===== src/pkg/agp_pkg.sv =====
`default_nettype none
package agp_pkg;
	// Sizes
	localparam int AGP_LINES      = 24;
	localparam int AGP_PWM_LINES  = 8;
	localparam int AGP_DUAL_LINES = 4;
	localparam int AGP_CH         = 12;
	localparam int AGP_DW         = 16;
	localparam int AGP_PRE_W      = 17;
	localparam int AGP_PRE_BASE   = 3;
	localparam int AGP_PRE_MAX    = 14;

	// Register byte offsets
	localparam logic [11:0] AGP_OFS_DOUT   = 12'h000;
	localparam logic [11:0] AGP_OFS_DIR    = 12'h004;
	localparam logic [11:0] AGP_OFS_PIN    = 12'h008;
	localparam logic [11:0] AGP_OFS_CAP    = 12'h00C;
	localparam logic [11:0] AGP_OFS_CAPCTL = 12'h010;
	localparam logic [11:0] AGP_OFS_IEN    = 12'h014;
	localparam logic [11:0] AGP_OFS_ITYPE  = 12'h018;
	localparam logic [11:0] AGP_OFS_ISTAT  = 12'h01C;
	localparam logic [11:0] AGP_OFS_PMODE  = 12'h020;
	localparam logic [3:0]  AGP_CH_BASE    = 4'h4;
	localparam logic [3:0]  AGP_LINE_PAGE  = 4'h1;

	// Per channel word index within its 16-byte slot
	localparam logic [1:0] AGP_CH_CTRL  = 2'h0;
	localparam logic [1:0] AGP_CH_HIGH  = 2'h1;
	localparam logic [1:0] AGP_CH_LOW   = 2'h2;
	localparam logic [1:0] AGP_CH_WIDTH = 2'h3;

	// Field positions
	localparam int AGP_CTL_EN    = 0;
	localparam int AGP_CTL_TYPE  = 1;
	localparam int AGP_CTL_POL   = 2;
	localparam int AGP_CTL_PRE   = 4;
	localparam int AGP_CTL_W     = 8;
	localparam int AGP_CAP_SRC   = 0;
	localparam int AGP_CAP_CMD   = 1;

	// Interrupt trigger codes
	localparam logic [1:0] AGP_TRIG_CHANGE = 2'h0;
	localparam logic [1:0] AGP_TRIG_RISE   = 2'h1;
	localparam logic [1:0] AGP_TRIG_FALL   = 2'h2;
	localparam logic [1:0] AGP_TRIG_BOTH   = 2'h3;

	localparam logic [31:0] AGP_RST_WORD = 32'h0000_0000;

	typedef enum logic [4:0] {
		AGP_S_IDLE  = 5'b00001,
		AGP_S_HIGH  = 5'b00010,
		AGP_S_LOW   = 5'b00100,
		AGP_S_PULSE = 5'b01000,
		AGP_S_DONE  = 5'b10000
	} agp_pwm_state_type;
endpackage
`default_nettype wire


===== src/design/agp_port.sv =====
// Design decisions made here: the APB interface to the registers and the register addresses.
`timescale 1ns/1ns
`default_nettype none
module agp_port
	import agp_pkg::*;
#(
	parameter int LINES = AGP_LINES,
	parameter int DW    = AGP_DW
) (
	// APB slave
	input  wire logic             pclk,
	input  wire logic             presetn,
	input  wire logic             psel,
	input  wire logic             penable,
	input  wire logic             pwrite,
	input  wire logic [11:0]      paddr,
	input  wire logic [31:0]      pwdata,
	output logic      [31:0]      prdata,
	output logic                  pready,
	output logic                  pslverr,
	// Application I/O lines
	input  wire logic [LINES-1:0] line_in,
	output logic      [LINES-1:0] line_out,
	output logic      [LINES-1:0] line_oe,
	// External capture trigger
	input  wire logic             ext_capture,
	// Pin event
	output logic                  irq
);

	typedef struct packed {
		logic [31:0]                      rdata;
		logic                             ready;
		logic                             err;
		logic [LINES-1:0]                 dout;
		logic [LINES-1:0]                 dir;
		logic [LINES-1:0]                 sync1;
		logic [LINES-1:0]                 sync2;
		logic [LINES-1:0]                 prev;
		logic [LINES-1:0]                 cap;
		logic [LINES-1:0]                 ien;
		logic [LINES-1:0]                 istat;
		logic [LINES-1:0]                 pout;
		logic [LINES-1:0]                 poe;
		logic [1:0]                       itype;
		logic                             cap_src;
		logic                             ext1;
		logic                             ext2;
		logic                             ext_prev;
		logic [AGP_PWM_LINES-1:0]         pmode;
		logic [AGP_CH-1:0][AGP_CTL_W-1:0] ctrl;
		logic [AGP_CH-1:0][DW-1:0]        hi;
		logic [AGP_CH-1:0][DW-1:0]        lo;
		logic [AGP_CH-1:0][DW-1:0]        wid;
		logic [AGP_CH-1:0][DW-1:0]        cnt;
		agp_pwm_state_type [AGP_CH-1:0]   st;
		logic [AGP_CH-1:0]                pwm;
		logic [AGP_PRE_W-1:0]             pre;
		logic                             irq;
	} agp_port_state_type;

	agp_port_state_type s_q;
	agp_port_state_type s_d;

	// One enable pulse per prescaled unit, shared free running counter
	function automatic logic pre_tick(input logic [AGP_PRE_W-1:0] pre, input logic [3:0] code);
		int lim;
		logic t;
		lim = ((code > 4'(AGP_PRE_MAX)) ? AGP_PRE_MAX : int'(code)) + AGP_PRE_BASE;
		t = 1'b1;
		for (int b = 0; b < AGP_PRE_W; b++) begin
			if (b < lim && !pre[b]) begin
				t = 1'b0;
			end
		end
		return t;
	endfunction

	// Channel slots live at 0x40..0xFF, sixteen bytes each
	function automatic logic ch_hit(input logic [11:0] a);
		return a[11:8] == 4'h0 && a[7:4] >= AGP_CH_BASE;
	endfunction

	function automatic int ch_idx(input logic [11:0] a);
		return int'(a[7:4] - AGP_CH_BASE);
	endfunction

	function automatic logic line_hit(input logic [11:0] a);
		return a[11:8] == AGP_LINE_PAGE && int'(a[7:2]) < LINES;
	endfunction

	logic wr;
	logic rd_setup;
	logic [LINES-1:0] rise;
	logic [LINES-1:0] fall;
	logic [LINES-1:0] ev;
	logic [LINES-1:0] clr;
	logic [LINES-1:0] pwm_line;
	logic cap_cmd;
	logic tk;
	logic done;
	logic [31:0] rv;
	logic hit;
	int c;
	int n;

	always_comb begin
		s_d = s_q;
		clr = '0;
		cap_cmd = 1'b0;
		tk = 1'b0;
		done = 1'b0;
		rv = AGP_RST_WORD;
		hit = 1'b0;
		c = 0;
		n = 0;
		wr = psel && penable && s_q.ready && pwrite;
		rd_setup = psel && !penable;

		// Pin synchronisers
		s_d.sync1 = line_in;
		s_d.sync2 = s_q.sync1;
		s_d.prev = s_q.sync2;
		s_d.ext1 = ext_capture;
		s_d.ext2 = s_q.ext1;
		s_d.ext_prev = s_q.ext2;
		s_d.pre = s_q.pre + 1'b1;

		// Register writes
		if (wr) begin
			unique case (paddr)
				AGP_OFS_DOUT:   s_d.dout = pwdata[LINES-1:0];
				AGP_OFS_DIR:    s_d.dir = pwdata[LINES-1:0];
				AGP_OFS_IEN:    s_d.ien = pwdata[LINES-1:0];
				AGP_OFS_ITYPE:  s_d.itype = pwdata[1:0];
				AGP_OFS_ISTAT:  clr = pwdata[LINES-1:0];
				AGP_OFS_PMODE:  s_d.pmode = pwdata[AGP_PWM_LINES-1:0];
				AGP_OFS_CAPCTL: begin
					s_d.cap_src = pwdata[AGP_CAP_SRC];
					cap_cmd = pwdata[AGP_CAP_CMD];
				end
				default: begin
					if (ch_hit(paddr)) begin
						c = ch_idx(paddr);
						unique case (paddr[3:2])
							AGP_CH_CTRL:  s_d.ctrl[c] = pwdata[AGP_CTL_W-1:0];
							AGP_CH_HIGH:  s_d.hi[c] = pwdata[DW-1:0];
							AGP_CH_LOW:   s_d.lo[c] = pwdata[DW-1:0];
							AGP_CH_WIDTH: s_d.wid[c] = pwdata[DW-1:0];
						endcase
					end else if (line_hit(paddr)) begin
						n = int'(paddr[7:2]);
						s_d.dout[n] = |pwdata;
					end
				end
			endcase
		end

		// Capture, software command or external rising edge
		if ((!s_q.cap_src && cap_cmd) || (s_q.cap_src && s_q.ext2 && !s_q.ext_prev)) begin
			s_d.cap = s_q.sync2;
		end

		// Pin events; a new event beats a same-cycle clear
		rise = s_q.sync2 & ~s_q.prev;
		fall = ~s_q.sync2 & s_q.prev;
		unique case (s_q.itype)
			AGP_TRIG_RISE: ev = rise;
			AGP_TRIG_FALL: ev = fall;
			AGP_TRIG_CHANGE,
			AGP_TRIG_BOTH: ev = rise | fall;
		endcase
		ev = ev & s_q.ien & ~s_q.dir;
		s_d.istat = (s_q.istat & ~clr) | ev;
		s_d.irq = |s_d.istat;

		// Modulators
		for (int k = 0; k < AGP_CH; k++) begin
			tk = pre_tick(s_q.pre, s_q.ctrl[k][AGP_CTL_PRE +: 4]);
			if (!s_q.ctrl[k][AGP_CTL_EN]) begin
				s_d.st[k] = AGP_S_IDLE;
				s_d.cnt[k] = '0;
			end else begin
				done = 1'b0;
				unique case (s_q.st[k])
					AGP_S_IDLE: begin
						s_d.cnt[k] = '0;
						s_d.st[k] = s_q.ctrl[k][AGP_CTL_TYPE] ? AGP_S_PULSE : AGP_S_HIGH;
					end
					AGP_S_HIGH: begin
						done = tk && (s_q.cnt[k] + 1'b1 >= s_q.hi[k]);
						if (done) begin
							s_d.st[k] = AGP_S_LOW;
						end
					end
					AGP_S_LOW: begin
						done = tk && (s_q.cnt[k] + 1'b1 >= s_q.lo[k]);
						if (done) begin
							s_d.st[k] = AGP_S_HIGH;
						end
					end
					AGP_S_PULSE: begin
						done = tk && (s_q.cnt[k] + 1'b1 >= s_q.wid[k]);
						if (done) begin
							s_d.st[k] = AGP_S_DONE;
						end
					end
					AGP_S_DONE: s_d.st[k] = AGP_S_DONE;
					default:    s_d.st[k] = AGP_S_IDLE;
				endcase
				if (s_q.st[k] != AGP_S_IDLE) begin
					s_d.cnt[k] = done ? '0 : (tk ? s_q.cnt[k] + 1'b1 : s_q.cnt[k]);
				end
			end
			unique case (s_d.st[k])
				AGP_S_HIGH:  s_d.pwm[k] = 1'b1;
				AGP_S_PULSE: s_d.pwm[k] = s_q.ctrl[k][AGP_CTL_POL];
				AGP_S_DONE:  s_d.pwm[k] = !s_q.ctrl[k][AGP_CTL_POL];
				default:     s_d.pwm[k] = 1'b0;
			endcase
		end

		// Line drive; modulator path only on the low eight lines
		pwm_line = '0;
		for (int l = 0; l < AGP_PWM_LINES; l++) begin
			pwm_line[l] = s_q.pwm[l];
		end
		for (int l = 0; l < AGP_DUAL_LINES; l++) begin
			pwm_line[l] = s_q.pwm[l] | s_q.pwm[l + AGP_PWM_LINES];
		end
		for (int l = 0; l < LINES; l++) begin
			if (l < AGP_PWM_LINES && s_q.pmode[l]) begin
				s_d.pout[l] = pwm_line[l];
			end else begin
				s_d.pout[l] = s_q.dout[l];
			end
		end
		s_d.poe = s_q.dir;

		// Read data taken in the setup phase, one cycle access
		hit = 1'b1;
		unique case (paddr)
			AGP_OFS_DOUT:   rv[LINES-1:0] = s_q.dout;
			AGP_OFS_DIR:    rv[LINES-1:0] = s_q.dir;
			AGP_OFS_PIN:    rv[LINES-1:0] = s_q.sync2;
			AGP_OFS_CAP:    rv[LINES-1:0] = s_q.cap;
			AGP_OFS_CAPCTL: rv[AGP_CAP_SRC] = s_q.cap_src;
			AGP_OFS_IEN:    rv[LINES-1:0] = s_q.ien;
			AGP_OFS_ITYPE:  rv[1:0] = s_q.itype;
			AGP_OFS_ISTAT:  rv[LINES-1:0] = s_q.istat;
			AGP_OFS_PMODE:  rv[AGP_PWM_LINES-1:0] = s_q.pmode;
			default: begin
				if (ch_hit(paddr)) begin
					c = ch_idx(paddr);
					unique case (paddr[3:2])
						AGP_CH_CTRL:  rv[AGP_CTL_W:0] = {s_q.pwm[c], s_q.ctrl[c]};
						AGP_CH_HIGH:  rv[DW-1:0] = s_q.hi[c];
						AGP_CH_LOW:   rv[DW-1:0] = s_q.lo[c];
						AGP_CH_WIDTH: rv[DW-1:0] = s_q.wid[c];
					endcase
				end else if (line_hit(paddr)) begin
					n = int'(paddr[7:2]);
					rv[0] = s_q.dir[n] ? s_q.dout[n] : s_q.sync2[n];
				end else begin
					hit = 1'b0;
				end
			end
		endcase
		s_d.ready = rd_setup;
		// Error stands only beside ready, never on a released bus
		s_d.err = rd_setup && !hit;
		if (rd_setup) begin
			s_d.rdata = pwrite ? AGP_RST_WORD : rv;
		end
	end

	always_ff @(posedge pclk or negedge presetn) begin
		if (!presetn) begin
			s_q <= '0;
			for (int k = 0; k < AGP_CH; k++) begin
				s_q.st[k] <= AGP_S_IDLE;
			end
		end else begin
			s_q <= s_d;
		end
	end

	assign prdata   = s_q.rdata;
	assign pready   = s_q.ready;
	assign pslverr  = s_q.err;
	assign line_out = s_q.pout;
	assign line_oe  = s_q.poe;
	assign irq      = s_q.irq;

endmodule // agp_port
`default_nettype wire


===== config.mk =====
export PLATFORM = sky130hd
export DESIGN_NAME = agp_port
export DESIGN_NICKNAME = d
export VERILOG_FILES = /design/src/pkg/agp_pkg.sv /design/src/design/agp_port.sv
export SDC_FILE = /design/constraint.sdc
export NUM_CORES = 2
export LEC_CHECK = 0
export BUFFER_PORTS_ARGS = -buffer_cell sky130_fd_sc_hd__buf_2
export CAP_MARGIN = 20
export CORE_ASPECT_RATIO = 1.5
export CORE_MARGIN = 3
export CORE_UTILIZATION = 51
export DETAILED_ROUTE_END_ITERATION = 7
export HOLD_SLACK_MARGIN = 0.12
export PLACE_DENSITY = 0.69
export SLEW_MARGIN = 20
export SYNTH_ARGS = -nofsm -noshare
export SYNTH_HDL_FRONTEND = slang
export SYNTH_SLANG_ARGS = --single-unit

===== constraint.sdc =====
create_clock -name pclk -period 3.9 [get_ports pclk]
set_clock_uncertainty 0.1 [all_clocks]
set_input_delay 0.585 -clock pclk [delete_from_list [all_inputs] [get_ports pclk]]
set_output_delay 0.585 -clock pclk [all_outputs]
set_load 0.005 [all_outputs]

==> impl_metrics.env <==
export IMPL_drt_initial_drc_count=5999
export IMPL_grt_antenna_before_repair=12
export IMPL_syn_area_um2=76100
export IMPL_drv_cap=0
export IMPL_max_freq_ghz=0.248
export IMPL_slew_violations=0
export IMPL_grt_start_max_net_pins=122
export IMPL_remaining_drc_errors=0
export IMPL_rsz0062_at_grt="yes"
export IMPL_cts_tree="built"
export IMPL_status="finished, violations left"
export IMPL_cellPowerDensity_nw_per_um2=309
export IMPL_numCtsBuffers=130
export IMPL_fin_crit_ps=4040
export IMPL_final_hold_viol_count=0
export IMPL_async_reset_ff_share_pct=100
export IMPL_fillers=11900
export IMPL_final_cell_mix="1,220 x dfrtp_1, 724 x nand2_1, 658 x inv_1"
export IMPL_r2r_end="s_q[168]"
export IMPL_instances_no_fill=9989
export IMPL_hold_depth=3
export IMPL_die_y_um=479
export IMPL_clock_latency_ps=810
export IMPL_reg2reg_depth=18
export IMPL_die_w_um=321
export IMPL_yosysSeqAreaShare_pct=40.6
export IMPL_avgSynthCellArea_um2=10.1
export IMPL_synth_edf_count=0
export IMPL_required_ps=4480
export IMPL_core_area_um2=148000
export IMPL_ff2ff_setup_slack_ps=-140
export IMPL_syn_inst=7517
export IMPL_setup_viol=43
export IMPL_hold_path_startpoint="pwdata[6]"
export IMPL_std_cell_rows=173
export IMPL_grt_pass1_vias=62200
export IMPL_nets=8674
export IMPL_vias=62100
export IMPL_grt_pass1_wl_um=382000
export IMPL_maxSlewHeadroom_pct=24.5
export IMPL_gp_congestion=1.01
export IMPL_dieArea_um2=154000
export IMPL_synth_seq_cells=1234
export IMPL_grt_overflow_total=0
export IMPL_fin_ws_ps=-138
export IMPL_crit_type="reg2reg"
export IMPL_leakage_nw=43.0
export IMPL_whs_ps=184
export IMPL_hpwlAfterDp_um=191000
export IMPL_hold_end="s_q[1022]"
export IMPL_cts_clk_slew_worst_paths_ps=60
export IMPL_drive_gt1_share_pct=24.8
export IMPL_failed_checks="negative setup slack"
export IMPL_crit_fanout=8
export IMPL_viasPerCell=6.22
export IMPL_ioPinCount=157
export IMPL_cts_root_buf="clkbuf_16"
export IMPL_clockBufferDepth=3
export IMPL_port_buffers=148
export IMPL_syn_to_final_growth_pct=17.2
export IMPL_reg2reg_from="s_q[154]"
export IMPL_setup_tns_ps=-3070
export IMPL_start_kind="flip-flop"
export IMPL_numClockSinks=1234
export IMPL_layout_commonest_cell="dfrtp_1"
export IMPL_wl_per_cell_um=26.0
export IMPL_cts_max_level=4
export IMPL_place_ws_ps=-396
export IMPL_synth_ff_type="dfrtp_1"
export IMPL_dp_cells=9654
export IMPL_wl_um=260000
export IMPL_dr_pass1_iters=8
export IMPL_arrival_ps=4620
export IMPL_ir_worst_vdd_v=0.000445
export IMPL_initial_utilization_pct=51.3
export IMPL_period_share_pct=104
export IMPL_synth_distinct_cells=107
export IMPL_worst_slew_pin_slew_ps=1130
export IMPL_ys_warnings_count=0
export IMPL_critPathCaptureType="flip-flop"
export IMPL_worstHoldPathType="in2reg"
export IMPL_grt_usage_pct=32.9
export IMPL_ant_nets=0
worst max-delay path, cell delays in order (launching register included):
cell      delay, ps
dfrtp_1         390
ha_2            200
and3_4          190
and3_4          190
and3_4          180
and3_4          180
and3_4          210
nand3_2          90
xnor2_2         160
buf_4           160
ha_4            260
nand4_1         200
or4_4           590
a21oi_2         120
o21a_1          170
nand2_2          60
nand4b_1        200
buf_6           200
nor2_1           60
cells in the mapped netlist (all sizes together) (12+ instances only):
library cell | number | share of area, %
buf | 215 | 1.9
dfrtp | 1222 | 40
a21oi | 329 | 2.2
nand2 | 728 | 3.6
o21ai | 623 | 4.1
nand3 | 137 | 0.92
or2 | 19 | 0.16
dfstp | 12 | 0.41
or3 | 35 | 0.29
a211oi | 84 | 0.83
nor2 | 403 | 2.3
o22ai | 40 | 0.33
a211o | 21 | 0.24
mux2i | 22 | 0.29
a21boi | 12 | 0.12
a22oi | 56 | 0.55
nand3b | 20 | 0.20
ha | 644 | 11
nor2b | 70 | 0.58
o211ai | 28 | 0.28
and2 | 16 | 0.13
a221oi | 28 | 0.32
xnor2 | 107 | 1.2
inv | 659 | 3.3
nand4 | 65 | 0.55
mux4 | 208 | 6.2
nand4b | 17 | 0.20
a31oi | 24 | 0.20
a22o | 44 | 0.51
nor4 | 33 | 0.32
o21a | 42 | 0.41
nand2b | 99 | 0.81
xor2 | 264 | 3.0
nor3 | 112 | 0.74
and3 | 94 | 0.77
o221ai | 14 | 0.17
nor3b | 27 | 0.27
a21o | 96 | 0.95
clkbuf | 257 | 1.3
mux2 | 390 | 6.3
o2111ai | 30 | 0.36
cell type report:
cell class | instances | area (um^2) | area share [%]
clock inverter | 44 | 614 | 0.689
multi-input combinational | 5158 | 42900 | 48.0
tap | 1925 | 2410 | 2.70
timing repair buffer | 771 | 6020 | 6.75
antenna | 4 | 10.0 | 0.0112
inverter | 661 | 2480 | 2.78
clock buffer | 192 | 3900 | 4.38
sequential | 1234 | 30900 | 34.6
cell families after synthesis:
group / Yosys count / share of synthesized area, %
other: 1 / 0.00493
buffers and inverters: 1133 / 6.40
AND/OR/NAND/NOR: 1925 / 12.5
flip-flops: 1234 / 40.6
XOR/XNOR: 371 / 4.27
adder cells (fa/ha/maj): 644 / 10.6
multiplexers: 620 / 12.7
AO/OA/AOI/OAI: 1589 / 13.0
state kept, by name, indices dropped and copies added, names as in the netlist:
name and flops:
pwm_line 4, irq 1, prdata 24, line_oe 24
s_d 90, pslverr 1, pready 1, line_out 24
s_q 1065
through the flow:
stage               total power, mW  utilization, %  instance area (um^2)
floorplan                      13.7               -                 76200
global placement               14.5            54.9                 81500
detailed placement             14.5            54.9                 81500
CTS                            27.7            58.7                 87100
global route                   28.3            60.1                 89200
finish                         27.6            60.2                 89200
where the power goes:
group          leakage (nW)  internal, mW  total (mW)  switching [mW]
combinational          25.8         0.392        1.37           0.980
clock                  2.22          7.77        13.3            5.52
sequential             14.9          12.9        12.9          0.0645
total                  43.0          21.0        27.6            6.56
worst max-delay path by stage:
stage              from       end  slack, ps
2_1_floorplan  s_q[250]   s_q[28]          4
3_3_place_gp   s_q[186]  s_q[187]       -350
3_5_place_dp   s_q[186]  s_q[187]       -400
4_1_cts        s_q[266]  s_q[270]        -60
5_1_grt        s_q[154]   s_q[52]       -260
6_report       s_q[154]  s_q[168]       -140
metal layers:
layer	up-vias	track usage, %	share of wire (%)	wire length [um]
li1	27300	-	-	-
met1	31000	38.7	36	94600
met2	2858	54.6	48	123000
met3	933	5.46	7.1	18400
met4	4	23.9	8.9	23200
met5	-	0	0.0085	22
timing repair:
action | in CTS | in global routing
endpoints found under the hold margin | 139 | 0
pin swaps | 35 | 172
resized for setup | 123 | 361
endpoints found under the setup margin | 199 | 227
setup buffers | 8 | 49
gates cloned | 1 | 6
hold buffers | 38 | 0
No activity file was read; power rests on OpenSTA's default activity.
